--- config.mk ---
export PLATFORM = sky130hd
export DESIGN_NAME = odp_parser
export DESIGN_NICKNAME = d
export VERILOG_FILES = /design/src/include/odp_pkg.sv /design/src/rtl/odp_crc16.sv /design/src/rtl/odp_parser.sv
export VERILOG_INCLUDE_DIRS = /design/src /design/src/include
export SDC_FILE = /design/constraint.sdc
export NUM_CORES = 1
export LEC_CHECK = 0
export BUFFER_PORTS_ARGS = -buffer_cell sky130_fd_sc_hd__buf_2
export CAP_MARGIN = 20
export CORE_ASPECT_RATIO = 0.8
export CORE_MARGIN = 4
export CORE_UTILIZATION = 30
export DETAILED_ROUTE_END_ITERATION = 8
export PLACE_DENSITY = 0.5
export SLEW_MARGIN = 20
export SYNTH_ARGS = -nofsm -noshare
export SYNTH_HDL_FRONTEND = slang
export SYNTH_SLANG_ARGS = --single-unit
--- constraint.sdc ---
create_clock -name pclk -period 5.2 [get_ports pclk]
set_input_delay 0 -clock pclk [delete_from_list [all_inputs] [get_ports pclk]]
set_output_delay 0 -clock pclk [all_outputs]
set_load 0.01 [all_outputs]
--- src/include/odp_map.svh ---
`ifndef ODP_MAP_SVH
`define ODP_MAP_SVH

// APB register offsets (byte addresses)
`define ODP_CTRL_OFS 8'h00
`define ODP_STATUS_OFS 8'h04
`define ODP_IRQ_STAT_OFS 8'h08
`define ODP_IRQ_MASK_OFS 8'h0C
`define ODP_ERR_OFS 8'h10

// Control register layout and reset values
`define ODP_CTRL_EN_BIT 0
`define ODP_CTRL_ADDR_LSB 8
`define ODP_CTRL_EN_RST 1'b1
`define ODP_ADDR_RST 8'h05
`define ODP_BCAST_ADDR 8'h00

// Interrupt status bits
`define ODP_IRQ_REQ 0
`define ODP_IRQ_REPLY 1
`define ODP_IRQ_EXC 2
`define ODP_IRQ_DROP 3
`define ODP_IRQ_W 4

// Frame constants
`define ODP_FC 8'h2B
`define ODP_MEI 8'h0D
`define ODP_FC_ERR_BIT 8'h80
`define ODP_EXC_EXT 8'hFF
`define ODP_EXC_LEN_HI 8'h00
`define ODP_EXC_LEN_LO 8'h06
`define ODP_EXC_TYPE 8'hCE
`define ODP_EXC_FRAME 9'd13
`define ODP_NODE_MIN 8'h01
`define ODP_NODE_MAX 8'h7F
`define ODP_CNT_MAX 16'h00FD
`define ODP_HDR_DEPTH 16
`define ODP_CTRL_POS 9'd3

// Control byte 1: field bit N sits at byte bit 7-N
`define ODP_B_MULTI 7
`define ODP_B_EXT 6
`define ODP_B_CNTR 5
`define ODP_B_RSV3 4
`define ODP_B_RSV4 3
`define ODP_B_NETID 2
`define ODP_B_ENC 1
`define ODP_B_ACCESS 0

// Object access error codes
`define ODP_E_UNSUPP 32'hFFFF1003
`define ODP_E_CMD 32'hFFFF0003
`define ODP_E_PARAM 32'hFFFF000E
`define ODP_E_LEN 32'hFFFF0011
`define ODP_E_LONG 32'hFFFF0012

// CRC
`define ODP_CRC_INIT 16'hFFFF
`define ODP_CRC_POLY 16'hA001

`endif

--- src/include/odp_pkg.sv ---
package odp_pkg;

  typedef enum logic [3:0] {
    ODP_IDLE = 4'h1,
    ODP_RX = 4'h2,
    ODP_WAIT = 4'h4,
    ODP_TX = 4'h8
  } odp_state_t;

  typedef struct packed {
    logic write;
    logic multi;
    logic cntr_present;
    logic [7:0] counter;
    logic [7:0] node;
    logic [15:0] index;
    logic [7:0] subindex;
    logic [15:0] start;
    logic [15:0] count;
  } odp_od_req_t;

endpackage

--- src/rtl/odp_crc16.sv ---
`timescale 1ns/1ps
`include "odp_map.svh"

module odp_crc16 (
  input wire logic pclk,
  input wire logic presetn,
  input wire logic clr,
  input wire logic en,
  input wire logic [7:0] din,
  output logic [15:0] crc
);
  import odp_pkg::*;

  logic [15:0] crc_ff;
  logic [15:0] stage [0:8];

  assign stage[0] = crc_ff;

  // Reflected polynomial, one input bit per step, LSB first
  for (genvar i = 0; i < 8; i++) begin : g_bit
    assign stage[i+1] = (stage[i][0] ^ din[i]) ? ((stage[i] >> 1) ^ `ODP_CRC_POLY) : (stage[i] >> 1);
  end

  always_ff @(posedge pclk or negedge presetn) begin
    if (!presetn) begin
      crc_ff <= `ODP_CRC_INIT;
    end else if (clr) begin
      crc_ff <= `ODP_CRC_INIT;
    end else if (en) begin
      crc_ff <= stage[8];
    end
  end

  assign crc = crc_ff;

endmodule // odp_crc16

--- src/rtl/odp_parser.sv ---
// The implementer's own choices: the register addresses and the APB register port.
`timescale 1ns/1ps
`include "odp_map.svh"
// What this block does
// - Control bit 0 is byte MSB
// - Extended bit adds second control byte
// - Bit 0 flags multi-message transfer part
// - Bit 2 means counter byte present
// - Bit 7: zero read, one write
// - Node, index, subindex, start, count, then data
// - Write reply echoes header, count zero
// - Failure reply: FC+80h, FFh, length, CEh, code
module odp_parser (
  input wire logic pclk,
  input wire logic presetn,
  input wire logic [7:0] paddr,
  input wire logic psel,
  input wire logic penable,
  input wire logic pwrite,
  input wire logic [31:0] pwdata,
  output logic [31:0] prdata,
  output logic pready,
  output logic pslverr,
  input wire logic rx_valid,
  input wire logic rx_first,
  input wire logic [7:0] rx_byte,
  input wire logic rx_end,
  output logic od_req_valid,
  output odp_pkg::odp_od_req_t od_req,
  output logic od_wr_valid,
  output logic [7:0] od_wr_byte,
  output logic [7:0] od_wr_idx,
  input wire logic od_done,
  input wire logic od_fail,
  input wire logic [31:0] od_abort_code,
  input wire logic [7:0] od_rd_len,
  input wire logic od_rd_valid,
  input wire logic [7:0] od_rd_byte,
  output logic od_rd_ready,
  output logic tx_valid,
  output logic [7:0] tx_byte,
  output logic tx_last,
  input wire logic tx_ready,
  output logic irq
);
  import odp_pkg::*;

  odp_state_t st_ff;
  odp_od_req_t req_ff;
  logic [8:0] pos_ff, base_ff;
  logic ext_ff, bcast_ff, err_flag_ff, exc_ff, req_v_ff;
  logic [31:0] err_ff, err_last_ff, prdata_ff;
  logic [7:0] dlen_ff, ctrl1_ff, own_addr_ff, tbyte_ff, wbyte_ff, widx_ff;
  logic ctrl_en_ff, tvalid_ff, tlast_ff, tcrc_ff, wvalid_ff;
  logic [8:0] tidx_ff;
  logic [`ODP_IRQ_W-1:0] irq_stat_ff, irq_mask_ff;
  logic [7:0] hdr_mem [`ODP_HDR_DEPTH];
  logic [15:0] crc;

  // Receive side decode
  wire addr_hit = (rx_byte == own_addr_ff) | (rx_byte == `ODP_BCAST_ADDR);
  wire frame_start = rx_valid & rx_first & ctrl_en_ff & ((st_ff == ODP_IDLE) | (st_ff == ODP_RX));
  wire busy_drop = rx_valid & rx_first & ((st_ff == ODP_WAIT) | (st_ff == ODP_TX));
  wire rx_take = rx_valid & ~rx_first & (st_ff == ODP_RX);
  wire not_ours = rx_take & (((pos_ff == 9'd1) & (rx_byte != `ODP_FC)) | ((pos_ff == 9'd2) & (rx_byte != `ODP_MEI)));
  wire f_ctrl1 = rx_take & (pos_ff == `ODP_CTRL_POS);
  wire f_ctrl2 = rx_take & ext_ff & (pos_ff == 9'd4);
  wire f_rsvd = rx_take & (pos_ff == 9'd4 + {8'd0, ext_ff});
  wire f_cntr = rx_take & req_ff.cntr_present & (pos_ff == 9'd5 + {8'd0, ext_ff});
  wire f_body = rx_take & (pos_ff > `ODP_CTRL_POS) & (pos_ff >= base_ff);
  wire [8:0] q = pos_ff - base_ff;
  wire [15:0] cnt_full = {req_ff.count[15:8], rx_byte};
  wire f_data = f_body & req_ff.write & (q >= 9'd8) & (q < 9'd8 + req_ff.count[8:0]);
  wire [8:0] wr_bytes = req_ff.write ? req_ff.count[8:0] : 9'd0;
  wire [8:0] exp_len = base_ff + 9'd10 + wr_bytes;
  wire len_bad = (pos_ff <= `ODP_CTRL_POS) | (pos_ff != exp_len);
  wire rx_done = (st_ff == ODP_RX) & rx_end & ~frame_start;
  wire rx_fail = err_flag_ff | len_bad;
  wire [31:0] rx_code = err_flag_ff ? err_ff : `ODP_E_LEN;

  // First error in a frame wins; later ones are not reported
  logic new_err;
  logic [31:0] new_code;
  always_comb begin
    new_err = 1'b1;
    new_code = `ODP_E_CMD;
    if (f_ctrl1 & (rx_byte[`ODP_B_NETID] | rx_byte[`ODP_B_ENC])) begin
      new_code = `ODP_E_UNSUPP;
    end else if (f_ctrl1 & (rx_byte[`ODP_B_RSV3] | rx_byte[`ODP_B_RSV4])) begin
      new_code = `ODP_E_CMD;
    end else if ((f_ctrl2 | f_rsvd) & (rx_byte != 8'h00)) begin
      new_code = `ODP_E_CMD;
    end else if (f_body & (q == 9'd0) & ((rx_byte < `ODP_NODE_MIN) | (rx_byte > `ODP_NODE_MAX))) begin
      new_code = `ODP_E_PARAM;
    end else if (f_body & (q == 9'd7) & (cnt_full > `ODP_CNT_MAX)) begin
      new_code = `ODP_E_LONG;
    end else begin
      new_err = 1'b0;
    end
  end

  always_ff @(posedge pclk or negedge presetn) begin
    if (!presetn) begin
      st_ff <= ODP_IDLE;
    end else begin
      unique case (st_ff)
        ODP_IDLE: if (frame_start & addr_hit) st_ff <= ODP_RX;
        ODP_RX: begin
          if (frame_start) st_ff <= addr_hit ? ODP_RX : ODP_IDLE;
          else if (not_ours) st_ff <= ODP_IDLE;
          else if (rx_done) st_ff <= rx_fail ? (bcast_ff ? ODP_IDLE : ODP_TX) : ODP_WAIT;
        end
        ODP_WAIT: if (od_done) st_ff <= bcast_ff ? ODP_IDLE : ODP_TX;
        ODP_TX: if (tvalid_ff & tx_ready & tlast_ff) st_ff <= ODP_IDLE;
      endcase
    end
  end

  always_ff @(posedge pclk or negedge presetn) begin
    if (!presetn) begin
      pos_ff <= 9'd0;
      bcast_ff <= 1'b0;
      err_flag_ff <= 1'b0;
      err_ff <= 32'h0000_0000;
    end else if (frame_start) begin
      pos_ff <= 9'd1;
      bcast_ff <= rx_byte == `ODP_BCAST_ADDR;
      err_flag_ff <= 1'b0;
    end else if (rx_take) begin
      pos_ff <= (pos_ff == 9'h1FF) ? pos_ff : pos_ff + 9'd1;
      if (new_err & ~err_flag_ff) begin
        err_flag_ff <= 1'b1;
        err_ff <= new_code;
      end
    end
  end

  always_ff @(posedge pclk or negedge presetn) begin
    if (!presetn) begin
      req_ff <= '0;
      ext_ff <= 1'b0;
      base_ff <= 9'd0;
      ctrl1_ff <= 8'h00;
    end else if (f_ctrl1) begin
      ctrl1_ff <= rx_byte;
      req_ff.multi <= rx_byte[`ODP_B_MULTI];
      ext_ff <= rx_byte[`ODP_B_EXT];
      req_ff.cntr_present <= rx_byte[`ODP_B_CNTR];
      req_ff.write <= rx_byte[`ODP_B_ACCESS];
      req_ff.counter <= 8'h00;
      // Node sits after control, reserved and optional counter bytes
      base_ff <= 9'd5 + {8'd0, rx_byte[`ODP_B_EXT]} + {8'd0, rx_byte[`ODP_B_CNTR]};
    end else if (f_cntr) begin
      req_ff.counter <= rx_byte;
    end else if (f_body) begin
      unique case (q)
        9'd0: req_ff.node <= rx_byte;
        9'd1: req_ff.index[15:8] <= rx_byte;
        9'd2: req_ff.index[7:0] <= rx_byte;
        9'd3: req_ff.subindex <= rx_byte;
        9'd4: req_ff.start[15:8] <= rx_byte;
        9'd5: req_ff.start[7:0] <= rx_byte;
        9'd6: req_ff.count[15:8] <= rx_byte;
        9'd7: req_ff.count[7:0] <= rx_byte;
        default: ;
      endcase
    end
  end

  // Header bytes are kept so the reply can echo them unchanged
  always_ff @(posedge pclk) begin
    if (frame_start) begin
      hdr_mem[0] <= rx_byte;
    end else if (rx_take & (pos_ff < `ODP_HDR_DEPTH)) begin
      hdr_mem[pos_ff[3:0]] <= rx_byte;
    end
  end

  // Write data streams out as received; the dictionary commits only on od_req_valid
  always_ff @(posedge pclk or negedge presetn) begin
    if (!presetn) begin
      wvalid_ff <= 1'b0;
      wbyte_ff <= 8'h00;
      widx_ff <= 8'h00;
    end else begin
      wvalid_ff <= f_data;
      if (f_data) begin
        wbyte_ff <= rx_byte;
        widx_ff <= q[7:0] - 8'd8;
      end
    end
  end

  always_ff @(posedge pclk or negedge presetn) begin
    if (!presetn) begin
      req_v_ff <= 1'b0;
      exc_ff <= 1'b0;
      dlen_ff <= 8'h00;
      err_last_ff <= 32'h0000_0000;
    end else begin
      req_v_ff <= rx_done & ~rx_fail;
      if (rx_done) begin
        exc_ff <= rx_fail;
        dlen_ff <= 8'h00;
        if (rx_fail) err_last_ff <= rx_code;
      end else if ((st_ff == ODP_WAIT) & od_done) begin
        exc_ff <= od_fail;
        dlen_ff <= req_ff.write ? 8'h00 : od_rd_len;
        if (od_fail) err_last_ff <= od_abort_code;
      end
    end
  end

  // Transmit side: one byte per slot, loaded into a flop before it is offered
  wire [8:0] n_hdr = base_ff + 9'd6;
  wire [8:0] t_tot = exc_ff ? `ODP_EXC_FRAME : n_hdr + 9'd4 + {1'b0, dlen_ff};
  wire [8:0] t_crc = t_tot - 9'd2;
  wire t_crc_lo = tidx_ff == t_crc;
  wire t_crc_hi = tidx_ff == t_crc + 9'd1;
  wire t_data = ~exc_ff & (tidx_ff >= n_hdr + 9'd2) & (tidx_ff < t_crc);
  wire t_load = (st_ff == ODP_TX) & ~tvalid_ff & (~t_data | od_rd_valid);
  wire t_hand = tvalid_ff & tx_ready;
  wire tx_enter = ((st_ff == ODP_RX) & rx_done & rx_fail & ~bcast_ff) | ((st_ff == ODP_WAIT) & od_done & ~bcast_ff);
  wire [7:0] hdr_byte = hdr_mem[tidx_ff[3:0]];
  wire [7:0] norm_byte = (tidx_ff < n_hdr) ? hdr_byte :
                         (tidx_ff == n_hdr) ? 8'h00 :
                         (tidx_ff == n_hdr + 9'd1) ? dlen_ff : od_rd_byte;
  logic [7:0] exc_byte;
  always_comb begin
    unique case (tidx_ff[3:0])
      4'h0: exc_byte = hdr_mem[0];
      4'h1: exc_byte = hdr_mem[1] | `ODP_FC_ERR_BIT;
      4'h2: exc_byte = `ODP_EXC_EXT;
      4'h3: exc_byte = `ODP_EXC_LEN_HI;
      4'h4: exc_byte = `ODP_EXC_LEN_LO;
      4'h5: exc_byte = `ODP_MEI;
      4'h6: exc_byte = `ODP_EXC_TYPE;
      4'h7: exc_byte = err_last_ff[31:24];
      4'h8: exc_byte = err_last_ff[23:16];
      4'h9: exc_byte = err_last_ff[15:8];
      default: exc_byte = err_last_ff[7:0];
    endcase
  end
  wire [7:0] slot_byte = t_crc_lo ? crc[7:0] : t_crc_hi ? crc[15:8] : exc_ff ? exc_byte : norm_byte;

  always_ff @(posedge pclk or negedge presetn) begin
    if (!presetn) begin
      tidx_ff <= 9'd0;
      tvalid_ff <= 1'b0;
      tbyte_ff <= 8'h00;
      tlast_ff <= 1'b0;
      tcrc_ff <= 1'b0;
    end else if (tx_enter) begin
      tidx_ff <= 9'd0;
    end else if (t_load) begin
      tvalid_ff <= 1'b1;
      tbyte_ff <= slot_byte;
      tlast_ff <= tidx_ff == t_tot - 9'd1;
      tcrc_ff <= t_crc_lo | t_crc_hi;
    end else if (t_hand) begin
      tvalid_ff <= 1'b0;
      tidx_ff <= tidx_ff + 9'd1;
    end
  end

  odp_crc16 u_crc (
    .pclk(pclk),
    .presetn(presetn),
    .clr(tx_enter),
    .en(t_hand & ~tcrc_ff),
    .din(tbyte_ff),
    .crc(crc)
  );

  assign od_rd_ready = (st_ff == ODP_TX) & ~tvalid_ff & t_data;
  assign tx_valid = tvalid_ff;
  assign tx_byte = tbyte_ff;
  assign tx_last = tlast_ff;
  assign od_req_valid = req_v_ff;
  assign od_req = req_ff;
  assign od_wr_valid = wvalid_ff;
  assign od_wr_byte = wbyte_ff;
  assign od_wr_idx = widx_ff;

  // APB slave, no wait states
  wire apb_setup = psel & ~penable;
  wire apb_wr = psel & penable & pwrite;
  wire sel_ctrl = paddr == `ODP_CTRL_OFS;
  wire sel_stat = paddr == `ODP_STATUS_OFS;
  wire sel_istat = paddr == `ODP_IRQ_STAT_OFS;
  wire sel_imask = paddr == `ODP_IRQ_MASK_OFS;
  wire sel_err = paddr == `ODP_ERR_OFS;
  wire sel_any = sel_ctrl | sel_stat | sel_istat | sel_imask | sel_err;
  wire [31:0] rd_ctrl = {16'h0000, own_addr_ff, 7'h00, ctrl_en_ff};
  wire [31:0] rd_stat = {14'h0000, req_ff.multi, req_ff.write, ctrl1_ff, 4'h0, st_ff};
  wire [31:0] rd_mux = sel_ctrl ? rd_ctrl : sel_stat ? rd_stat :
                       sel_istat ? {28'h0000000, irq_stat_ff} :
                       sel_imask ? {28'h0000000, irq_mask_ff} :
                       sel_err ? err_last_ff : 32'h0000_0000;
  wire reply_end = t_hand & tlast_ff;
  logic [`ODP_IRQ_W-1:0] ev;
  always_comb begin
    ev = '0;
    ev[`ODP_IRQ_REQ] = req_v_ff;
    ev[`ODP_IRQ_REPLY] = reply_end & ~exc_ff;
    ev[`ODP_IRQ_EXC] = reply_end & exc_ff;
    ev[`ODP_IRQ_DROP] = busy_drop | (rx_done & rx_fail & bcast_ff);
  end

  always_ff @(posedge pclk or negedge presetn) begin
    if (!presetn) begin
      ctrl_en_ff <= `ODP_CTRL_EN_RST;
      own_addr_ff <= `ODP_ADDR_RST;
      irq_mask_ff <= '0;
      prdata_ff <= 32'h0000_0000;
    end else begin
      if (apb_setup) prdata_ff <= rd_mux;
      if (apb_wr & sel_ctrl) begin
        ctrl_en_ff <= pwdata[`ODP_CTRL_EN_BIT];
        own_addr_ff <= pwdata[`ODP_CTRL_ADDR_LSB +: 8];
      end
      if (apb_wr & sel_imask) irq_mask_ff <= pwdata[`ODP_IRQ_W-1:0];
    end
  end

  // A new event in the clearing cycle survives the write-one-to-clear
  always_ff @(posedge pclk or negedge presetn) begin
    if (!presetn) begin
      irq_stat_ff <= '0;
    end else begin
      irq_stat_ff <= (irq_stat_ff & ~((apb_wr & sel_istat) ? pwdata[`ODP_IRQ_W-1:0] : '0)) | ev;
    end
  end

  assign irq = |(irq_stat_ff & irq_mask_ff);
  assign prdata = prdata_ff;
  assign pready = 1'b1;
  assign pslverr = psel & penable & ~sel_any;
endmodule // odp_parser
==> impl_metrics.toml <==
[logic_synthesis]
postSynthAreaPerCell_um2 = 11.3
yosys_warnings = 0
synth-async-reset-ratio = 0.659
synth_area_um2 = 19700
yosys_most_used_dff = "dfrtp_1"
synth_top_area_frac = 0.289
synth-adder-area-share = 0.0411
muxShareOfSynthArea = 0.122
synthTopCellsByArea = "dfrtp_1, edfxtp_1, mux2_2"
syn-num-nets = 1908
synth_top_family_by_area = "simple AND/OR/NAND/NOR gates"
synth_compound_area_frac = 0.110
synthCells = 1738
ys_ff_latch = 375
yosysSeqAreaShare = 0.511
synth_edf_count = 128
yosys.area_share.simple = 0.132
yosysTopAreaCell = "dfrtp_1"
ys_types = 94
synth_xor_xnor_area_share = 0.0492

[floorplan]
dieArea_um2 = 69700
die_w_um = 294
die_h_um = 237
num_rows = 83
core_um2 = 64500
initial_core_util = 0.305
io-pin-count = 247

[clock_network]
cts_tree = "built"
htree_levels = 2
post_cts_buffers = 0
clock_sinks = 375
cts_made_buffers = 42
cts_max_path_buffers = 3
root_buffer = "clkbuf_16"
clkLatencyLatePin_ns = 0.60
clk_pin_slew_ns = 0.06

[job]
drv_cap = 0

[timing]
setup_tns_ns = 0
min_period_ns = 4.88
period_share = 0.939
worstMarginPinSlew_ns = 1.11
finalHoldViolations = 0
setup_viol = 0
clock.fmax_ghz = 0.205
slew_headroom = 0.257
slew_violations = 0
rsz0062_at_grt = "false"
clock-skew-final_ns = 0.0350
holdWs_ns = 0.0142

[worst_hold_path]
hp-class = "in -> async"

[final_layout]
design_area_um2 = 24100
layout_common_cells = "dfrtp_1, buf_2, nand2_1"
fin_nets = 2203
drive_above_1_share = 0.254
diodes = 0
layout_commonest_cell = "dfrtp_1"
synthToLayoutAreaGrowth_pct = 22.6
fillers = 6272

[setup_path]
slowest_stage = "ha_1"
path_max_fanout = 8
cpMostUsedCell = "ha_1"
cp_cell_sequence = "inv_1 > ha_1 > inv_1 > ha_1 > ha_1 > and3_1 > nor3_1 > o31ai_1 > nand4b_1 > xnor2_1 > ha_1 > a211oi_1 > o31ai_1 > nor2_1 > a21o_2 > buf_4 > mux2i_1 > a311o_1"
cp.arrival_ns = 5.34
path_class = "reg -> reg"
endpoint_kind = "flip-flop"
critPathLaunchType = "flip-flop"
cpPeakStageDelay_ns = 0.43
reg2reg_slack_ns = 0.32
cp_data_required_time_ns = 5.66

[detailed_routing]
finalWirelength_um = 64000
first_pass_iters = 6
ant_nets = 0
vias_per_cell = 5.11
vias = 14917
drc = 0
wl_per_cell_um = 21.9
drt_iter0_markers = 1144

[power]
p_leak_nw = 10.5
p_per_area_nw_per_um2 = 460
design_power_total_mw = 11.1
irDropWorstVdd_v = 0.000227

[placement]
io_buffer_count = 225
gp_congestion = 0.903
dp_hpwl_um = 46600
placed_area_um2 = 21800

[global_route]
grt_pass1_wl_um = 96100
grt_usage = 0.181
grt-ovfl-total = 0
grt_max_degree = 146
grt_pass1_vias = 14919
antenna_found_initial = 7

[outcome]
outcome = "finished, final reports clean"
routing by layer:
| metal | track usage | wire, um |
|---|---|---|
| met2 | 0.260 | 26500 |
| met3 | 0.0369 | 4600 |
| met5 | 0 | 13 |
| met1 | 0.270 | 30900 |
| met4 | 0.0577 | 2000 |
critical path: cells and delay by family, from the launching register on:
kind            cells  cell delay (ns)
xor+xnor            1             0.27
flops               1             0.40
simple gates        4             1.10
compound gates      5             1.27
buf+inv             3             0.41
fa+ha+maj           4             1.23
mux                 1             0.07
cell usage after synthesis (15+ instances only):
cell / count
dfstp_2: 20
a21oi_1: 73
buf_2: 19
o21ai_0: 90
nand3_1: 50
nand2_1: 216
mux4_2: 40
xnor2_1: 75
nand2b_1: 17
nor3_1: 20
xor2_1: 31
edfxtp_1: 128
o211ai_1: 19
ha_1: 59
and3_1: 28
inv_1: 62
dfrtp_1: 227
a21o_1: 15
mux2i_1: 44
mux2_2: 85
nor2_1: 81
clkbuf_1: 68
and2_1: 22
logic make-up (layout without fill, tap and decap cells):
kind of cell | count (synthesis) | in the layout
compound gates | 327 | 327
xor+xnor | 108 | 108
fa+ha+maj | 63 | 63
buf+inv | 166 | 495
flops | 375 | 375
mux | 176 | 176
other cells | 1 | 1
simple gates | 522 | 522
area by class of cell:
type / instances / area [um2] / area share
multi-input combinational: 1197 / 8950 / 0.372
tap: 850 / 1060 / 0.0441
sequential: 375 / 10100 / 0.417
timing repair buffer: 354 / 2330 / 0.0966
inverter: 63 / 236 / 0.00982
clock buffer: 63 / 1250 / 0.0519
clock inverter: 15 / 206 / 0.00857
power by group:
group | leakage (nW) | switching [mW] | internal, mW
Combinational | 5.45 | 2.34 | 1.71
Sequential | 4.39 | 0.473 | 3.45
Clock | 0.697 | 1.31 | 1.79
Total | 10.5 | 4.12 | 6.96
sequential cells by signal, indices dropped and copies added (netlist names), 9 cells and up:
| signal | flops |
|---|---|
| u_crc.crc | 16 |
| hdr_mem | 128 |
| tidx_ff | 9 |
| od_req | 73 |
| err_last_ff | 32 |
| prdata | 32 |
| pos_ff | 9 |
path summary, 6_finish.rpt:
| kind | endpoint | start | cells after the start |
|---|---|---|---|
| setup reg to reg | tx_byte[0] | base_ff[2] | 18 |
| setup / recovery | tx_byte[0] | base_ff[2] | 18 |
| min in group pclk | err_last_ff[10] | od_fail | 4 |
| max in group asynchronous | od_req[68] | presetn | 3 |
| hold reg to reg | ctrl1_ff[3] | ctrl1_ff[3] | 2 |
| hold / removal | prdata[23] | presetn | 2 |
through the flow:
| stage | worst slack (ns) | cells | util |
|---|---|---|---|
| finish | 0.318 | 2917 | 0.374 |
| global route | 0.0223 | 2917 | 0.374 |
| global placement | 0.243 | 2755 | 0.338 |
| detailed placement | 0.0895 | 2755 | 0.338 |
| floorplan | 0.170 | 1738 | - |
| CTS | 0.0532 | 2917 | 0.373 |
timing repair:
item | 4_1_cts | 5_1_grt
hold buffers | 84 | 0
setup endpoints to repair | 0 | 8
hold endpoints to repair | 250 | 0
resized for setup | 0 | 2
Note: power is estimated with default switching activity, not from simulation.
